$ cat src/hw/bor_pkg.sv
package bor_pkg;
   // ----------------------------------------------------------------
   // register addresses
   // ----------------------------------------------------------------
   localparam logic [7:0] BOR_ADDR_MAIN = 8'h10; // main setting
   localparam logic [7:0] BOR_ADDR_MODE = 8'h11; // mode control
   localparam logic [7:0] BOR_ADDR_STBY = 8'h12; // standby level

   // ----------------------------------------------------------------
   // field positions
   // ----------------------------------------------------------------
   localparam int BOR_MAIN_EN_BIT = 7; // converter on/off
   localparam int BOR_MAIN_RPL_BIT = 6; // light-load ripple select
   localparam int BOR_MAIN_PFM_BIT = 5; // light-load mode disable
   localparam int BOR_VCODE_LSB = 0; // voltage code, five bits
   localparam int BOR_MODE_STBY_BIT = 6; // standby mode on
   localparam int BOR_MODE_DISCH_BIT = 5; // discharge switch
   localparam int BOR_MODE_PH_LSB = 3; // phase field, two bits
   localparam int BOR_MODE_SLEW_LSB = 0; // slew field, three bits
   localparam int BOR_STBY_PIN_LSB = 5; // pin levels, three bits

   // ----------------------------------------------------------------
   // reset values
   // ----------------------------------------------------------------
   localparam logic [7:0] BOR_MAIN_RESET = 8'h00; // converter off, code 0
   localparam logic [7:0] BOR_MODE_RESET = 8'h06; // slew code 110
   localparam logic [4:0] BOR_STBY_RESET = 5'h00; // standby code 0

   // ----------------------------------------------------------------
   // slew codes and ramp rates, in units of 0.01 mV/us
   // ----------------------------------------------------------------
   localparam logic [2:0] BOR_SLEW_C0 = 3'h0;
   localparam logic [2:0] BOR_SLEW_C1 = 3'h1;
   localparam logic [2:0] BOR_SLEW_C2 = 3'h2;
   localparam logic [2:0] BOR_SLEW_C3 = 3'h3;
   localparam logic [2:0] BOR_SLEW_C4 = 3'h4;
   localparam logic [2:0] BOR_SLEW_C5 = 3'h5;
   localparam logic [2:0] BOR_SLEW_C6 = 3'h6;
   localparam logic [2:0] BOR_SLEW_IMM = 3'h7; // no ramp
   localparam logic [15:0] BOR_RATE_C0 = 16'h0C00; // 30.72
   localparam logic [15:0] BOR_RATE_C1 = 16'h0030; // 0.48
   localparam logic [15:0] BOR_RATE_C2 = 16'h0060; // 0.96
   localparam logic [15:0] BOR_RATE_C3 = 16'h00C0; // 1.92
   localparam logic [15:0] BOR_RATE_C4 = 16'h0180; // 3.84
   localparam logic [15:0] BOR_RATE_C5 = 16'h0300; // 7.68
   localparam logic [15:0] BOR_RATE_C6 = 16'h0600; // 15.36
   localparam logic [15:0] BOR_RATE_IMM = 16'h0000; // immediate

   // ----------------------------------------------------------------
   // phase codes
   // ----------------------------------------------------------------
   localparam logic [1:0] BOR_PH_0 = 2'h0;
   localparam logic [1:0] BOR_PH_90 = 2'h1;
   localparam logic [1:0] BOR_PH_180 = 2'h2;
   localparam logic [1:0] BOR_PH_270 = 2'h3;

   // converter control bundle toward the analog core
   typedef struct packed {
      logic enable; // converter on
      logic ripple_min; // 1: minimise ripple, 0: maximise efficiency
      logic pwm_only; // 1: pwm only, 0: auto pwm/pfm
      logic standby; // standby mode on
      logic discharge; // output discharge switch on
      logic [4:0] vcode; // active voltage code
      logic slew_immediate; // voltage steps without ramp
      logic [15:0] slew_rate; // ramp rate, 0.01 mV/us
      logic [1:0] phase; // clock phase code
   } bor_ctrl_t;
endpackage

$ cat src/hw/bor_regs.sv
`timescale 1ns/1ps
// Function
// - enable bit switches converter on or off
// - ripple bit picks efficiency or low ripple
// - mode bit allows pfm or forces pwm
// - slew codes 001,011,101 give 0.48,1.92,7.68
// - slew in mV/us, resets 15.36, immediate code
// - registers at fixed addresses, access per byte
module bor_regs
   import bor_pkg::*;
(
   input wire logic clk_in, // 50 MHz system clock
   input wire logic rst_n_in, // asynchronous reset, active low
   input wire logic [7:0] reg_addr_in, // register address from i2c engine
   input wire logic [7:0] reg_wdata_in, // write data
   input wire logic reg_wr_in, // one-cycle write strobe
   input wire logic reg_rd_in, // one-cycle read strobe
   output logic [7:0] reg_rdata_out, // read data, registered
   input wire logic [2:0] pin_level_in, // raw levels of pins three..one
   input wire logic ref_clk_in, // reference clock from pin
   output bor_ctrl_t ctrl_out, // converter controls, registered
   output logic sw_clk_out // phase-shifted switching clock
);
   // ----------------------------------------------------------------
   // register state
   // ----------------------------------------------------------------
   logic [7:0] main_reg, main_next; // main setting
   logic [7:0] mode_reg, mode_next; // mode control, bit 7 unused
   logic [4:0] stby_reg, stby_next; // standby voltage code
   logic [7:0] rdata_reg, rdata_next; // read data holding
   bor_ctrl_t ctrl_reg, ctrl_next; // decoded controls

   // ----------------------------------------------------------------
   // pin synchronisers
   // ----------------------------------------------------------------
   logic [3:0] sy1_reg, sy1_next; // first stage, read only by second
   logic [3:0] sy2_reg, sy2_next; // second stage
   logic [3:0] sy3_reg, sy3_next; // third stage
   logic [3:0] lvl_reg, lvl_next; // filtered levels, bit 3 is ref clock

   // ----------------------------------------------------------------
   // phase shifter state
   // ----------------------------------------------------------------
   logic [15:0] cnt_reg, cnt_next; // cycles since last ref rise
   logic [15:0] per_reg, per_next; // measured ref period
   logic ref_q_reg, ref_q_next; // last filtered ref level
   logic sw_reg, sw_next; // switching clock output

   // ----------------------------------------------------------------
   // synchroniser logic
   // ----------------------------------------------------------------
   // synchroniser next values: a level counts once stages two and three agree
   always_comb begin
      sy1_next = {ref_clk_in, pin_level_in};
      sy2_next = sy1_reg;
      sy3_next = sy2_reg;
      lvl_next = lvl_reg;
      for (int i = 0; i < 4; i++) begin
         if (sy2_reg[i] == sy3_reg[i]) begin
            lvl_next[i] = sy2_reg[i];
         end
      end
   end

   // ----------------------------------------------------------------
   // register access
   // ----------------------------------------------------------------
   // reads look at the _reg values, so a write and a read in one cycle return the old value
   // register writes and reads
   always_comb begin
      main_next = main_reg;
      mode_next = mode_reg;
      stby_next = stby_reg;
      rdata_next = rdata_reg;
      if (reg_wr_in) begin
         if (reg_addr_in == BOR_ADDR_MAIN) begin
            main_next = reg_wdata_in;
         end else if (reg_addr_in == BOR_ADDR_MODE) begin
            // bit 7 is unused and keeps zero
            mode_next = {1'b0, reg_wdata_in[6:0]};
         end else if (reg_addr_in == BOR_ADDR_STBY) begin
            // pin level bits are read only
            stby_next = reg_wdata_in[4:0];
         end
      end
      if (reg_rd_in) begin
         if (reg_addr_in == BOR_ADDR_MAIN) begin
            rdata_next = main_reg;
         end else if (reg_addr_in == BOR_ADDR_MODE) begin
            rdata_next = mode_reg;
         end else if (reg_addr_in == BOR_ADDR_STBY) begin
            rdata_next = {lvl_reg[2:0], stby_reg};
         end else begin
            // unmapped addresses read as zero
            rdata_next = 8'h00;
         end
      end
   end

   // ----------------------------------------------------------------
   // converter control decode
   // ----------------------------------------------------------------
   // decode of controls toward the converter
   always_comb begin
      ctrl_next.enable = main_reg[BOR_MAIN_EN_BIT];
      ctrl_next.ripple_min = main_reg[BOR_MAIN_RPL_BIT];
      ctrl_next.pwm_only = main_reg[BOR_MAIN_PFM_BIT];
      ctrl_next.standby = mode_reg[BOR_MODE_STBY_BIT];
      ctrl_next.discharge = mode_reg[BOR_MODE_DISCH_BIT];
      // standby mode swaps in the standby code
      if (mode_reg[BOR_MODE_STBY_BIT]) begin
         ctrl_next.vcode = stby_reg;
      end else begin
         ctrl_next.vcode = main_reg[BOR_VCODE_LSB +: 5];
      end
      ctrl_next.phase = mode_reg[BOR_MODE_PH_LSB +: 2];
      ctrl_next.slew_immediate = 1'b0;
      case (mode_reg[BOR_MODE_SLEW_LSB +: 3])
         BOR_SLEW_C0: ctrl_next.slew_rate = BOR_RATE_C0;
         BOR_SLEW_C1: ctrl_next.slew_rate = BOR_RATE_C1;
         BOR_SLEW_C2: ctrl_next.slew_rate = BOR_RATE_C2;
         BOR_SLEW_C3: ctrl_next.slew_rate = BOR_RATE_C3;
         BOR_SLEW_C4: ctrl_next.slew_rate = BOR_RATE_C4;
         BOR_SLEW_C5: ctrl_next.slew_rate = BOR_RATE_C5;
         BOR_SLEW_C6: ctrl_next.slew_rate = BOR_RATE_C6;
         default: begin
            ctrl_next.slew_rate = BOR_RATE_IMM;
            ctrl_next.slew_immediate = 1'b1;
         end
      endcase
   end

   // ----------------------------------------------------------------
   // switching clock phase shifter
   // ----------------------------------------------------------------
   // phase shifter: measure ref period, replay it delayed by zero to three quarter periods per phase code
   always_comb begin
      logic [15:0] off; // delay in cycles
      logic [15:0] pos; // position within delayed period
      off = 16'h0000;
      pos = 16'h0000;
      ref_q_next = lvl_reg[3];
      per_next = per_reg;
      if (lvl_reg[3] && !ref_q_reg) begin
         // rising edge: latch period, restart count
         per_next = 16'(cnt_reg + 16'h0001);
         cnt_next = 16'h0000;
      end else if (cnt_reg != 16'hFFFF) begin
         cnt_next = 16'(cnt_reg + 16'h0001);
      end else begin
         // saturate while the reference stands still
         cnt_next = cnt_reg;
      end
      case (mode_reg[BOR_MODE_PH_LSB +: 2])
         BOR_PH_0: off = 16'h0000;
         BOR_PH_90: off = 16'(per_reg >> 2);
         BOR_PH_180: off = 16'(per_reg >> 1);
         BOR_PH_270: off = 16'((per_reg >> 1) + (per_reg >> 2));
         default: off = 16'h0000;
      endcase
      if (cnt_reg >= off) begin
         pos = 16'(cnt_reg - off);
      end else begin
         pos = 16'(cnt_reg + per_reg - off);
      end
      // high for the first half of the delayed period; a change of
      // period shows only after a full reference cycle is measured
      sw_next = (pos < (per_reg >> 1));
   end

   // ----------------------------------------------------------------
   // state registers
   // ----------------------------------------------------------------
   // register all state
   always_ff @(posedge clk_in or negedge rst_n_in) begin
      if (!rst_n_in) begin
         main_reg <= BOR_MAIN_RESET;
         mode_reg <= BOR_MODE_RESET;
         stby_reg <= BOR_STBY_RESET;
         rdata_reg <= 8'h00;
         ctrl_reg <= '0;
         sy1_reg <= 4'h0;
         sy2_reg <= 4'h0;
         sy3_reg <= 4'h0;
         lvl_reg <= 4'h0;
         cnt_reg <= 16'h0000;
         per_reg <= 16'h0000;
         ref_q_reg <= 1'b0;
         sw_reg <= 1'b0;
      end else begin
         main_reg <= main_next;
         mode_reg <= mode_next;
         stby_reg <= stby_next;
         rdata_reg <= rdata_next;
         ctrl_reg <= ctrl_next;
         sy1_reg <= sy1_next;
         sy2_reg <= sy2_next;
         sy3_reg <= sy3_next;
         lvl_reg <= lvl_next;
         cnt_reg <= cnt_next;
         per_reg <= per_next;
         ref_q_reg <= ref_q_next;
         sw_reg <= sw_next;
      end
   end

   // ----------------------------------------------------------------
   // outputs
   // ----------------------------------------------------------------
   // every output comes straight from a flip-flop, so the analog side sees no glitches
   assign reg_rdata_out = rdata_reg;
   assign ctrl_out = ctrl_reg;
   assign sw_clk_out = sw_reg;
endmodule // bor_regs

$ cat config.mk
export PLATFORM = sky130hd
export DESIGN_NAME = bor_regs
export DESIGN_NICKNAME = d
export VERILOG_FILES = /design/src/hw/bor_pkg.sv /design/src/hw/bor_regs.sv
export SDC_FILE = /design/constraint.sdc
export NUM_CORES = 1
export LEC_CHECK = 0
export BUFFER_PORTS_ARGS = -buffer_cell sky130_fd_sc_hd__buf_2
export CAP_MARGIN = 10
export CORE_MARGIN = 10
export CORE_UTILIZATION = 23
export DETAILED_ROUTE_END_ITERATION = 8
export PLACE_DENSITY = 0.44
export SLEW_MARGIN = 10
export SYNTH_ARGS = -nofsm -noshare
export SYNTH_HDL_FRONTEND = slang
export SYNTH_SLANG_ARGS = --single-unit
$ cat constraint.sdc
create_clock -name clk_in -period 6.7 [get_ports clk_in]
set_input_delay 0.67 -clock clk_in [delete_from_list [all_inputs] [get_ports clk_in]]
set_output_delay 0.67 -clock clk_in [all_outputs]
set_load 0.05 [all_outputs]
== After elaboration in Yosys (flattened, before gate mapping) ==
Index checks and enable logic that the tools add are counted.

* Reduce and logical (&&, ||, !) cells: 9
* Muxes and demuxes: 10
* $lt $le $gt $ge: 2
* Add/subtract/negate cells: 5
* Bitwise logic cells: 2
* Equal/unequal tests: 17

{| class="wikitable"
|+ Operator list
! cell !! number
|-
| one-hot mux 12 bit (7 select lines) || 1
|-
| one-hot mux 16 bit (4 select lines) || 1
|-
| two-way mux 16 bit || 3
|-
| subtractor 16 bit || 2
|-
| == test 8 x 5 -> 1 bit (second input constant) || 3
|-
| two-way mux 8 bit || 3
|-
| adder 15 x 14 -> 16 bit || 1
|-
| adder 16 x 1 -> 16 bit (second input constant) || 1
|-
| adder 16 bit || 1
|-
| >= comparator 16 bit || 1
|-
| < comparator 16 x 15 -> 1 bit || 1
|-
| inequality test 16 bit (second input constant) || 1
|-
| == test 3 bit (second input constant) || 3
|-
| OR reduction 7 bit || 1
|-
| == test 3 x 2 -> 1 bit (second input constant) || 2
|-
| two-way mux 5 bit || 1
|-
| == test 1 bit || 4
|-
| == test 2 bit (second input constant) || 2
|-
| AND reduction 4 bit || 1
|-
| == test 3 x 1 -> 1 bit (second input constant) || 1
|-
| zero test 3 bit || 1
|-
| AND reduction 3 bit || 1
|-
| == test 2 x 1 -> 1 bit (second input constant) || 1
|-
| zero test 2 bit || 1
|-
| other kinds (6) || 7
|}

* Input port bits: 24
* Logic and storage cells: 69
* Flip-flop bits (word level): 107

== Logic depth before layout (Yosys ltp) ==
* Depth in word-level cells: 5
* Gate-level depth with buffers: 30
* Depth with buffers taken out: 30

== Least setup slack after synthesis ==
No wires, ideal clock.

* Path kind: register to register
* Start: register per_reg[2]
* End: register sw_reg, in the netlist sw_clk_out
* Setup slack: 1.487 ns
* Path buffers: 0
* Arrival: 5.133 ns
* Data required time: 6.621 ns
* Cell stages (with the launch flop): 26
* Cell sequence: dfrtp_1 > ha_1 > inv_1 > fa_1 > nand2_1 > a32oi_1 > inv_1 > fa_1 > inv_1 > fa_1 > a21o_1 > a21o_1 > a21oi_1 > o21ai_0 > a21oi_1 > mux2i_1 > o41ai_1 > o31ai_1 > ha_1 > a21o_1 > a21oi_1 > o21ai_0 > a211o_1 > nor2_1 > nand2_1 > mux2i_1

* Cells in the longest elaborated chain, start to end: 5
* Elaborated cells between the ends (all ways): 8

{| class="wikitable"
|+ Ends and longest elaborated chain
! item !! RTL line !! RTL
|-
| from (decl) || bor_regs.sv:45 || <nowiki>logic [15:0] per_reg, per_next;</nowiki>
|-
| from (signal assigned) || bor_regs.sv:201 || <nowiki>per_reg <= per_next;</nowiki>
|-
| adder 15 x 14 -> 16 bit || bor_regs.sv:158 || <nowiki>BOR_PH_270: off = 16'((per_reg >> 1) + (per_reg >> 2));</nowiki>
|-
| one-hot mux 16 bit (4 select lines) || bor_regs.sv:154 || <nowiki>case (mode_reg[BOR_MODE_PH_LSB +: 2])</nowiki>
|-
| subtractor 16 bit, or another cell as far along || bor_regs.sv:164 || <nowiki>pos = 16'(cnt_reg + per_reg - off);</nowiki>
|-
| two-way mux 16 bit || bor_regs.sv:161 || <nowiki>if (cnt_reg >= off) begin</nowiki>
|-
| < comparator 16 x 15 -> 1 bit * || bor_regs.sv:168 || <nowiki>sw_next = (pos < (per_reg >> 1));</nowiki>
|-
| via sw_next || bor_regs.sv:47 || <nowiki>logic sw_reg, sw_next;</nowiki>
|-
| to (signal assigned) || bor_regs.sv:203 || <nowiki>sw_reg <= sw_next;</nowiki>
|-
| to (decl) || bor_regs.sv:47 ||
|}

Mark *: on every way through the listed nets, which the timed path passes. The rest lies on a longest branch.
A chain may end at the register's enable or synchronous reset.

== Final worst setup path ==
Ends and elaborated chain as after synthesis.

==> flow_summary.toml <==
[placement]
io_buffers = 53
gp_congestion = 0.845
preCtsSetupSlack_ns = 0.704
placedCellCount = 1199
dp_hpwl_um = 14800
post_dp_cell_area_sq_um = 7780

[layout]
instances_no_fill = 1216
largest_reg_flops = 21
design_area_sq_um = 8070
drive_above_1_share_pct = 13.8
syn2layout_area_growth_pct = 14.1
final_util_pct = 26.5
final_nets = 918
fillCellCount = 3293

[power]
ir_drop_mv = 0.111
p_per_area_nw_per_um2 = 349
p_leak_uw = 0.00379

[global_route]
antenna_found_initial = 1
grt_pass1_vias = 5768
grtUsageTotal_pct = 9.86
grt_max_degree = 60
grt_overflow = 0
grt_pass1_wl_um = 31000

[detailed_routing]
wl_met3_um = 912
routed_via_density = 4.51
highest_layer = "met4"
firstDrtPassIters = 5
drc = 0
m1WireLength_um = 9550
antenna_left = 0
wl_met2_um = 8050
drt-initial-drc-count = 335
vias = 5487
routed_wl_um = 18700
routedWlPerCell_um = 15.4

[synthesis]
yosysUniqueCellTypes = 61
synthesis.area_sq_um = 7070
seq_area_frac_synth_pct = 35.1
synth.yosys.warnings = 0
synth_top_area_cell = "dfrtp_1"
synth_top_area_share_pct = 34.3
synth-seq-cells = 99
synthCells = 764
synthFlopType = "dfrtp_1"
synth-async-reset-ratio_pct = 100
ys_top_cells_by_area = "dfrtp_1, ha_1, fa_1"
synth-edff-count = 0
synth_area_per_cell_sq_um = 9.26

[worst_setup_path]
criticalPathCategory = "reg -> reg"
cpMaxStageDelayCell = "fa_1"
arrival_ns = 6.29
crit_required_ns = 6.97
startpoint_type = "flop"
path_delay_family = "compound AO/OA/AOI/OAI gates"
worstPathMaxFanout = 6
critPathBufInv = 3
critPathCaptureType = "flop"
cp_slowest_stage_delay_ns = 0.49

[hold_path]
hold_class = "in -> async"

[timing]
slew_violations = 0
fin_worst_skew_ns = 0.0107
max_freq_ghz = 0.166
tightest_slew_ns = 0.782
setup_viol = 0
final_critical_path_setup_slack_ns = 0.681
rsz0062_at_grt = "false"
timing.slew.headroom_pct = 47.4
hold_violations = 0
period_minus_slack_ns = 6.02
finalCritPeriodShare_pct = 89.8
setup_tns_ns = 0

[clock_network]
holdBufCountCts = 0
h-tree-depth = 3
clk_pin_slew_worst_paths_ns = 0.07
max-clock-path-buffers = 2
cts.sinks = 99
cts_buffers = 9
clock_latency_ns = 0.35
cts_tree = "built"
post_cts_buffers = 0
cts-root-buf = "clkbuf_16"
cts_resized = 0

[floorplanning]
ios = 62
core_area_sq_um = 30400
rows = 64
die_w_um = 195
die_area_sq_um = 38200
initial_core_util_pct = 23.2
die_h_um = 195

[job]
cap_violations = 0

[outcome]
outcome = "finished, final reports clean"
[layout by cell type, fill, tap and decap left out, types with 10 or more instances in the layout]
cell and count:
xor2_1 14, nand3_1 13, ha_1 63, a21o_1 15
nor3_1 14, mux2_2 26, buf_2 52, xnor2_1 35
fa_1 17, dfrtp_1 97, a21oi_1 39, nand2_1 89
o21ai_0 60, inv_1 79, mux2i_1 12, o21a_1 10
nor2_1 29
[cell type report]
cell class | count | area, sq um | area share, %
Antenna cell | 1 | 2.50 | 0.0310
Multi-Input combinational cell | 566 | 4190 | 51.9
Clock inverter | 6 | 55.1 | 0.682
Inverter | 79 | 297 | 3.67
Clock buffer | 10 | 239 | 2.96
Timing Repair Buffer | 59 | 313 | 3.87
Tap cell | 396 | 495 | 6.14
Sequential cell | 99 | 2480 | 30.7
[cell usage after synthesis (12+ instances only)]
library cell	n
a21o_1	15
a21oi_1	39
clkbuf_1	18
dfrtp_1	97
fa_1	17
ha_1	63
inv_1	79
mux2_2	26
mux2i_1	12
nand2_1	89
nand3_1	13
nor2_1	29
nor3_1	14
o21ai_0	60
xnor2_1	35
xor2_1	14
[final timing paths]
| kind | start | endpoint | slack [ns] | cells after the start |
|---|---|---|---|---|
| max | per_reg[2]$_DFFE_PN0P_ | sw_clk_out$_DFF_PN0_ | 0.68 | 25 |
| min | rst_n_in | lvl_reg[2]$_DFFE_PN0N_ | 0.30 | 1 |
| max reg2reg | per_reg[2]$_DFFE_PN0P_ | sw_clk_out$_DFF_PN0_ | 0.68 | 25 |
| min reg2reg | sy1_reg[1]$_DFF_PN0_ | sy2_reg[1]$_DFF_PN0_ | 0.35 | 0 |
| max in group asynchronous | rst_n_in | per_reg[4]$_DFFE_PN0P_ | 5.25 | 2 |
| min in group clk_in | sy1_reg[1]$_DFF_PN0_ | sy2_reg[1]$_DFF_PN0_ | 0.35 | 0 |
[power breakdown]
part	switching (uW)	internal [uW]	total [uW]
combinational	935	681	1620
sequential	45.4	645	690
clock	238	269	507
total	1220	1590	2810
[layer usage]
metal	GRT usage [%]	vias to the layer above
li1	-	2744
met1	13.7	2629
met2	15.2	102
met3	2.28	12
met4	2.23	0
met5	0	-
[stage by stage]
stage / hold slack [ns] / total power (uW)
after detailed placement: 0.336 / 2310
after CTS: 0.302 / 2840
final: 0.297 / 2810
after floorplan: 0.331 / 1910
after global routing: 0.319 / 3080
after global placement: 0.334 / 2320
[cell families after synthesis]
group / Yosys count / share of synthesized area, %
compound gates: 186 / 16.8
xor+xnor: 49 / 6.07
fa+ha+maj: 84 / 16.5
buf+inv: 106 / 6.05
flops: 99 / 35.1
mux: 38 / 5.84
other cells: 1 / 0.0530
simple gates: 201 / 13.6
No activity file was read; power rests on OpenSTA's default activity.
